===== src/design/dbtc_defines.svh =====
// Register offsets, reset values and counter constants of the dual byte timer
`ifndef DBTC_DEFINES_SVH
`define DBTC_DEFINES_SVH

`define DBTC_ADDR_CTRL      16'hFE10
`define DBTC_ADDR_PRESCALE  16'hFE11
`define DBTC_ADDR_LOW_CNT   16'hFE12
`define DBTC_ADDR_HIGH_CNT  16'hFE13
`define DBTC_ADDR_LOW_RLD   16'hFE14
`define DBTC_ADDR_HIGH_RLD  16'hFE15
`define DBTC_ADDR_LOW_CAPA  16'hFE16
`define DBTC_ADDR_HIGH_CAPA 16'hFE17
`define DBTC_ADDR_LOW_CAPB  16'hFE1E
`define DBTC_ADDR_HIGH_CAPB 16'hFE1F

`define DBTC_RST_CTRL       8'h00
`define DBTC_RST_PRESCALE   8'h00
`define DBTC_RST_RELOAD     8'h00
`define DBTC_CNT_ZERO       8'h00
`define DBTC_CNT_ONE        8'h01
`define DBTC_CNT_FULL       8'hFF
`define DBTC_GAP_ONE        9'h001
`define DBTC_RD_NONE        8'h00

`endif


===== src/design/dbtc_pkg.sv =====
// Types shared by the dual byte timer/counter
`default_nettype none
package dbtc_pkg;

  typedef logic [7:0]  dbtc_byte_t;
  typedef logic [15:0] dbtc_addr_t;

  // Control register, bit 7 first
  typedef struct packed {
    logic high_byte_run;
    logic low_byte_run;
    logic width_select;
    logic low_clock_select;
    logic high_match_flag;
    logic high_irq_enable;
    logic low_match_flag;
    logic low_irq_enable;
  } dbtc_ctrl_t;

  typedef struct packed {
    dbtc_addr_t addr;
    dbtc_byte_t wdata;
    logic       wr;
    logic       rd;
  } dbtc_bus_req_t;

  // Single-cycle detection strobes on the cycle clock
  typedef struct packed {
    logic ext_count;
    logic cap_a_low;
    logic cap_a_high;
    logic cap_b_low;
    logic cap_b_high;
  } dbtc_events_t;

endpackage

`default_nettype wire


===== src/design/dbtc_top.sv =====
// Dual byte timer/counter with prescaler, match buffers and capture registers
//
// Notes on behaviour
// - High run off: high counter held at zero, its buffer follows high reload.
// - High run on: high counter counts, buffer reloads on each match.
// - Low run off: low counter held at zero, its buffer follows low reload.
// - Low run on: low counter counts, buffer reloads on each match.
// - Width select 0: two independent 8-bit timer/counters.
// - Width select 1: one 16-bit counter, match needs all 16 bits equal.
// - Low clock select: prescaler match when 0, external count strobe when 1.
// - High match flag set on match while high runs, sticky until cleared.
// - High interrupt enable and high flag both set request the high interrupt.
// - Low match flag set on match while low runs, sticky until cleared.
// - Low interrupt enable and low flag both set request the low interrupt.
// - In 16-bit mode both match flags set together on the 16-bit match while high runs.
// - Any prescaler register write restarts the prescaler from zero.
// - Prescaler period is register value plus one cycle clocks.
// - Read-only low counter counts prescaler matches or external strobes.
// - Read-only high counter counts prescaler matches or low counter carries.
// - Two low capture registers take the low counter on their strobes.
// - Two high capture registers take the high counter on their strobes.
// - Each byte counter returns to zero when stopped or on its match.
// - Prescaler matches when its count equals the register, 1 to 256 cycles.
// - Prescaler runs except in low-power standby.
// - High counter clock: prescaler match in 8-bit mode, low carry in 16-bit.
//
// Local design decision: strobed register access.
`timescale 1ns/10ps
`default_nettype none
`include "dbtc_defines.svh"

module dbtc_top
(
  input  wire logic                   clk_sys_i,
  input  wire logic                   reset_i,
  input  wire dbtc_pkg::dbtc_bus_req_t bus_req_i,
  input  wire dbtc_pkg::dbtc_events_t  events_i,
  input  wire logic                   standby_i,
  output var  dbtc_pkg::dbtc_byte_t    rdata_o,
  output logic                        irq_low_o,
  output logic                        irq_high_o
);
  import dbtc_pkg::*;

  dbtc_ctrl_t ctrl;
  dbtc_ctrl_t ctrl_written;
  dbtc_ctrl_t next_ctrl;
  dbtc_byte_t prescaler_match_value;
  dbtc_byte_t low_match_reload;
  dbtc_byte_t high_match_reload;
  dbtc_byte_t pre_cnt;
  dbtc_byte_t low_cnt;
  dbtc_byte_t high_cnt;
  dbtc_byte_t low_buf;
  dbtc_byte_t high_buf;
  dbtc_byte_t low_capture_a;
  dbtc_byte_t high_capture_a;
  dbtc_byte_t low_capture_b;
  dbtc_byte_t high_capture_b;
  dbtc_byte_t next_pre_cnt;
  dbtc_byte_t next_low_cnt;
  dbtc_byte_t next_high_cnt;
  dbtc_byte_t next_low_buf;
  dbtc_byte_t next_high_buf;
  dbtc_byte_t rd_value;

  wire logic wr_ctrl;
  wire logic wr_prescale;
  wire logic wr_low_rld;
  wire logic wr_high_rld;
  wire logic pre_tick;
  wire logic long_mode;
  wire logic low_clk;
  wire logic high_clk;
  wire logic low_eq;
  wire logic high_eq;
  wire logic low_carry;
  wire logic low_match;
  wire logic high_match;

  // Write decode; counter and capture offsets have no write path
  assign wr_ctrl     = bus_req_i.wr && (bus_req_i.addr == `DBTC_ADDR_CTRL);
  assign wr_prescale = bus_req_i.wr && (bus_req_i.addr == `DBTC_ADDR_PRESCALE);
  assign wr_low_rld  = bus_req_i.wr && (bus_req_i.addr == `DBTC_ADDR_LOW_RLD);
  assign wr_high_rld = bus_req_i.wr && (bus_req_i.addr == `DBTC_ADDR_HIGH_RLD);

  // Prescaler tick; halted during standby
  assign pre_tick = !standby_i && (pre_cnt == prescaler_match_value);

  assign next_pre_cnt = wr_prescale ? `DBTC_CNT_ZERO :
                        standby_i   ? pre_cnt :
                        pre_tick    ? `DBTC_CNT_ZERO :
                                      pre_cnt + `DBTC_CNT_ONE;

  // Count clock selection
  assign long_mode = ctrl.width_select;
  assign low_clk   = ctrl.low_clock_select ? events_i.ext_count : pre_tick;
  assign low_carry = low_clk && (low_cnt == `DBTC_CNT_FULL);
  assign high_clk  = long_mode ? low_carry : pre_tick;

  // Match detection; 16-bit mode needs both bytes equal
  assign low_eq     = (low_cnt == low_buf);
  assign high_eq    = (high_cnt == high_buf);
  assign low_match  = ctrl.low_byte_run && low_clk && low_eq
                      && (!long_mode || high_eq);
  assign high_match = long_mode ? (low_match && ctrl.high_byte_run)
                                : (ctrl.high_byte_run && pre_tick && high_eq);

  // Counters clear when stopped or on their match
  assign next_low_cnt  = !ctrl.low_byte_run ? `DBTC_CNT_ZERO :
                         low_match          ? `DBTC_CNT_ZERO :
                         low_clk            ? low_cnt + `DBTC_CNT_ONE :
                                              low_cnt;
  assign next_high_cnt = !ctrl.high_byte_run ? `DBTC_CNT_ZERO :
                         high_match          ? `DBTC_CNT_ZERO :
                         high_clk            ? high_cnt + `DBTC_CNT_ONE :
                                               high_cnt;

  // Match buffers track reload while stopped, reload on match while running
  assign next_low_buf  = (!ctrl.low_byte_run || low_match) ? low_match_reload : low_buf;
  assign next_high_buf = (!ctrl.high_byte_run || high_match) ? high_match_reload : high_buf;

  // Control update; a match in the clearing cycle keeps its flag
  assign ctrl_written = wr_ctrl ? dbtc_ctrl_t'(bus_req_i.wdata) : ctrl;

  always_comb
  begin
    next_ctrl = ctrl_written;
    next_ctrl.high_match_flag = ctrl_written.high_match_flag | high_match;
    next_ctrl.low_match_flag  = ctrl_written.low_match_flag | low_match;
  end

  assign irq_high_o = ctrl.high_irq_enable && ctrl.high_match_flag;
  assign irq_low_o  = ctrl.low_irq_enable && ctrl.low_match_flag;

  // Read selection; unmapped offsets read zero
  assign rd_value =
    (bus_req_i.addr == `DBTC_ADDR_CTRL)      ? dbtc_byte_t'(ctrl) :
    (bus_req_i.addr == `DBTC_ADDR_PRESCALE)  ? prescaler_match_value :
    (bus_req_i.addr == `DBTC_ADDR_LOW_CNT)   ? low_cnt :
    (bus_req_i.addr == `DBTC_ADDR_HIGH_CNT)  ? high_cnt :
    (bus_req_i.addr == `DBTC_ADDR_LOW_RLD)   ? low_match_reload :
    (bus_req_i.addr == `DBTC_ADDR_HIGH_RLD)  ? high_match_reload :
    (bus_req_i.addr == `DBTC_ADDR_LOW_CAPA)  ? low_capture_a :
    (bus_req_i.addr == `DBTC_ADDR_HIGH_CAPA) ? high_capture_a :
    (bus_req_i.addr == `DBTC_ADDR_LOW_CAPB)  ? low_capture_b :
    (bus_req_i.addr == `DBTC_ADDR_HIGH_CAPB) ? high_capture_b :
                                               `DBTC_RD_NONE;

  // Software registers
  always_ff @(posedge clk_sys_i)
  begin
    if (reset_i)
    begin
      ctrl                  <= dbtc_ctrl_t'(`DBTC_RST_CTRL);
      prescaler_match_value <= `DBTC_RST_PRESCALE;
      low_match_reload      <= `DBTC_RST_RELOAD;
      high_match_reload     <= `DBTC_RST_RELOAD;
      rdata_o               <= `DBTC_RD_NONE;
    end
    else
    begin
      ctrl <= next_ctrl;
      if (wr_prescale)
        prescaler_match_value <= bus_req_i.wdata;
      if (wr_low_rld)
        low_match_reload <= bus_req_i.wdata;
      if (wr_high_rld)
        high_match_reload <= bus_req_i.wdata;
      rdata_o <= bus_req_i.rd ? rd_value : `DBTC_RD_NONE;
    end
  end

  // Prescaler, counters and match buffers; a prescaler register write restarts the prescaler count
  always_ff @(posedge clk_sys_i)
  begin
    if (reset_i)
    begin
      pre_cnt  <= `DBTC_CNT_ZERO;
      low_cnt  <= `DBTC_CNT_ZERO;
      high_cnt <= `DBTC_CNT_ZERO;
      low_buf  <= `DBTC_RST_RELOAD;
      high_buf <= `DBTC_RST_RELOAD;
    end
    else
    begin
      pre_cnt  <= next_pre_cnt;
      low_cnt  <= next_low_cnt;
      high_cnt <= next_high_cnt;
      low_buf  <= next_low_buf;
      high_buf <= next_high_buf;
    end
  end

  // Capture registers keep no reset value
  always_ff @(posedge clk_sys_i)
  begin
    if (events_i.cap_a_low)
      low_capture_a <= low_cnt;
    if (events_i.cap_b_low)
      low_capture_b <= low_cnt;
    if (events_i.cap_a_high)
      high_capture_a <= high_cnt;
    if (events_i.cap_b_high)
      high_capture_b <= high_cnt;
  end

  // Checking helpers
  logic [8:0] pre_gap;
  logic       pre_gap_valid;

  always_ff @(posedge clk_sys_i)
  begin
    if (reset_i)
    begin
      pre_gap       <= `DBTC_GAP_ONE;
      pre_gap_valid <= 1'b0;
    end
    else
    begin
      pre_gap       <= pre_tick ? `DBTC_GAP_ONE : pre_gap + `DBTC_GAP_ONE;
      pre_gap_valid <= (pre_tick || pre_gap_valid) && !wr_prescale && !standby_i;
    end
  end
endmodule
`default_nettype wire


===== config.mk =====
export PLATFORM = sky130hd
export DESIGN_NAME = dbtc_top
export DESIGN_NICKNAME = d
export VERILOG_FILES = /design/src/design/dbtc_pkg.sv /design/src/design/dbtc_top.sv
export VERILOG_INCLUDE_DIRS = /design/src /design/src/design
export SDC_FILE = /design/constraint.sdc
export NUM_CORES = 1
export LEC_CHECK = 0
export BUFFER_PORTS_ARGS = -buffer_cell sky130_fd_sc_hd__buf_4
export CORE_UTILIZATION = 55
export DETAILED_ROUTE_END_ITERATION = 7
export GPL_TIMING_DRIVEN = 1
export PLACE_DENSITY = 0.79
export SYNTH_ARGS = -nofsm -noshare
export SYNTH_HDL_FRONTEND = slang
export SYNTH_SLANG_ARGS = --single-unit

===== constraint.sdc =====
create_clock -name clk_sys_i -period 3.3 [get_ports clk_sys_i]
set_input_delay 0.99 -clock clk_sys_i [delete_from_list [all_inputs] [get_ports clk_sys_i]]
set_output_delay 0.99 -clock clk_sys_i [all_outputs]
set_load 0.05 [all_outputs]

==> flow_summary.toml <==
[outcome]
status = "completed"

[synth]
syn-num-nets = 553
avgSynthCellArea_um2 = 10.1
ys_seq_area_share_pct = 49.0
synth_cells = 516
synthAdderAreaFrac_pct = 0.717
synth_cell_types = 57
synthFlopType = "dfxtp_1"
synth_compound_gate_area_share_pct = 12.0
synth.ff_latch_count = 112
yosys.area_share.simple_pct = 18.3
async_reset_ff_share_pct = 0
synth_mux_area_share_pct = 10.6
syn_area_mm2 = 0.00523
yosys_warnings = 0
post_synth_xor_area_fraction_pct = 6.36
synth_edf_count = 32
synth_top_family_by_area = "simple AND/OR/NAND/NOR gates"

[clock_tree]
cts_root_buffer = "clkbuf_8"
holdBufCountCts = 0
clock_path_buffers = 2
cts_setup_buffers = 0
clock_latency_ns = 0.38
cts.htree.levels = 3
cts_resized = 0
clock_sinks = 112
clk_pin_slew_ns = 0.12
cts_buffers = 9
cts_tree = "done"

[placed_design]
dp_hpwl_um = 9660
post-place-ws_ns = 0.250
portBuffers = 43
dp.cells = 677
gp_congestion = 0.930

[critical_path]
crit_type = "in2reg"
startpoint_type = "primary input"
critPathSlowestCell = "nor4_4"
crit_chain = "buf_4 -> nand4b_1 -> nor4_4 -> o21ai_1 -> a32oi_1 -> nor2_1 -> a2111oi_0"
crit_path_end_kind = "register"
cp.arrival_ns = 3.10
r2r_cells = 6
cp_max_fo = 11
cp.required_ns = 3.52
r2r-start = "high_cnt[0]"
max_stage_delay_ns = 0.56
regToRegEndpoint = "low_cnt[7]"
r2r_slack_ns = 0.64

[floorplan]
io_pins = 44
fp.dieW_um = 99.6
num_rows = 35
coreArea_mm2 = 0.00924
die_h_um = 99.6
die-area_mm2 = 0.00991
start_util_pct = 56.6

[detailed_routing]
drtIter0Drc = 395
ant_nets = 0
first_pass_iters = 5
drcViolationCount = 0
drt_wl_total_um = 13000
wl_per_cell_um = 18.8
vias_per_cell = 5.96
vias = 4132

[grt]
antenna_found_initial = 0
grt_max_degree = 56
grt_usage_pct = 27.7
grt_pass1_wl_um = 20700
grt_overflow_total = 0
grt_pass1_vias = 4048

[timing]
setup_violations = 0
finalSetupTns_ns = 0
setup_ws_ns = 0.418
fin_crit_ns = 2.88
grt_setup_unrepaired = "false"
finalHoldViolCount = 0
tightest_slew_ns = 1.16
maxSlewViolCount = 0
post-route-period-util_pct = 87.3
finClkSkew_ns = 0.0185
max_freq_ghz = 0.347
slew_headroom_pct = 22.4

[power_and_ir_drop]
vdd_drop_max_v = 0.000228
power_density_mw_per_mm2 = 411
leakagePower_nw = 2.02

[cells_and_area]
drive_above_1_share_pct = 17.4
area_growth_pct = 12.7
antennaDiodeCount = 0
layout.nets = 596
final_cells = 693

[min_path]
holdPathEnd = "high_match_reload[4]"
min_path_cells = 2
worstHoldStart = "high_match_reload[4]"
hp-class = "reg2reg"

[run]
maxCapViolCount = 0
kinds of logic after synthesis:
group | Yosys count
xor+xnor | 38
fa+ha+maj | 3
buf+inv | 31
compound gates | 96
flops | 112
simple gates | 190
mux | 46
state kept, by name, indices dropped and copies added, names as in the netlist:
signal,cells
high_match_reload,8
pre_cnt,8
high_buf,8
high_cnt,8
rdata_o,8
low_capture_b,8
high_capture_b,8
long_mode,1
low_capture_a,8
ctrl,7
high_capture_a,8
low_match_reload,8
prescaler_match_value,8
low_cnt,8
low_buf,8
layout make-up:
type | instances | area, um^2
fill | 729 | 3340
sequential | 112 | 2560
multi-input combinational | 373 | 2500
timing repair buffer | 59 | 443
tap | 129 | 161
clock buffer | 10 | 138
clock inverter | 6 | 75.1
inverter | 4 | 15.0
placed cells by master (no fill, tap or decap), types with 6 or more instances in the layout:
master    Yosys  layout
mux4_2        7       7
xnor2_1      27      27
dfxtp_1      80      80
o211ai_1     12      12
buf_4         2      59
nand2_1      61      61
mux2i_1      35      35
clkbuf_8      1      10
nand4_1       8       8
xor2_1       11      11
nand3_1      24      24
a21oi_1      38      38
o21ai_0      20      20
nor2_1       50      50
edfxtp_1     32      32
and3_1        9       9
nor2b_1       6       6
through the flow:
step                hold slack [ns]  total power (W)  instance area, um^2  util [%]
floorplan                     0.439          0.00154                 5230         -
global placement              0.464          0.00160                 5690      61.5
detailed placement            0.476          0.00160                 5690      61.5
CTS                           0.489          0.00244                 5900      63.8
global route                  0.513          0.00251                 5900      63.8
finish                        0.489          0.00243                 5900      63.8
power breakdown:
part           internal, W  total (W)  switching, W  leakage [nW]
clock network     0.000384   0.000854      0.000470         0.105
registers          0.00142    0.00143    0.00000481         0.985
logic            0.0000635   0.000147     0.0000832         0.930
total              0.00187    0.00243      0.000558          2.02
per-layer routing:
| metal | track usage (%) | vias up | wire [um] | part of all wire [%] |
|---|---|---|---|---|
| li1 | - | 1944 | - | - |
| met1 | 37.3 | 1988 | 5560 | 43 |
| met2 | 44.5 | 168 | 6180 | 47 |
| met3 | 5.48 | 32 | 976 | 7.5 |
| met4 | 9.95 | 0 | 312 | 2.4 |
| met5 | 0 | - | 0 | 0 |
worst max path at each step:
stage | start | end | slack [ns] | depth (start not counted)
after floorplan | bus_req_i[16] | prescaler_match_value[7] | 0.64 | 7
after global placement | standby_i | low_cnt[6] | 0.38 | 7
after detailed placement | standby_i | low_cnt[7] | 0.25 | 7
after CTS | bus_req_i[16] | rdata_o[1] | 0.49 | 7
after global routing | bus_req_i[16] | rdata_o[1] | 0.31 | 7
final | bus_req_i[16] | rdata_o[1] | 0.42 | 7
worst max-delay path: cells and delay by family:
kind / cells / cell delay [ns]
compound gates: 3 / 1.11
buf+inv: 1 / 0.10
simple gates: 3 / 0.90
cells in the mapped netlist, types with 2 or more instances:
| library cell | instances | area, um^2 |
|---|---|---|
| and2_1 | 3 | 18.8 |
| o21ai_0 | 20 | 100 |
| inv_1 | 4 | 15.0 |
| buf_6 | 3 | 33.8 |
| edfxtp_1 | 32 | 961 |
| mux2i_1 | 35 | 350 |
| ha_1 | 3 | 37.5 |
| nor3b_1 | 3 | 22.5 |
| o31ai_1 | 3 | 22.5 |
| xnor2_1 | 27 | 236 |
| nand4_1 | 8 | 50.1 |
| a21oi_1 | 38 | 190 |
| mux2_2 | 4 | 45.0 |
| o22ai_1 | 4 | 25.0 |
| nand4b_1 | 3 | 26.3 |
| clkbuf_1 | 12 | 45.0 |
| a211oi_1 | 2 | 15.0 |
| or3_1 | 3 | 18.8 |
| nor4_1 | 2 | 12.5 |
| buf_2 | 8 | 40.0 |
| o211ai_1 | 12 | 90.1 |
| a32oi_1 | 4 | 35.0 |
| nand2b_1 | 3 | 18.8 |
| a2111oi_0 | 3 | 26.3 |
| nor2b_1 | 6 | 37.5 |
| buf_4 | 2 | 15.0 |
| nand3_1 | 24 | 120 |
| nor2_1 | 50 | 188 |
| xor2_1 | 11 | 96.3 |
| dfxtp_1 | 80 | 1600 |
| and3_1 | 9 | 56.3 |
| nand2_1 | 61 | 229 |
| or4_1 | 3 | 22.5 |
| or3_2 | 2 | 15.0 |
| mux4_2 | 7 | 158 |
(Power assumes the default switching activity.)
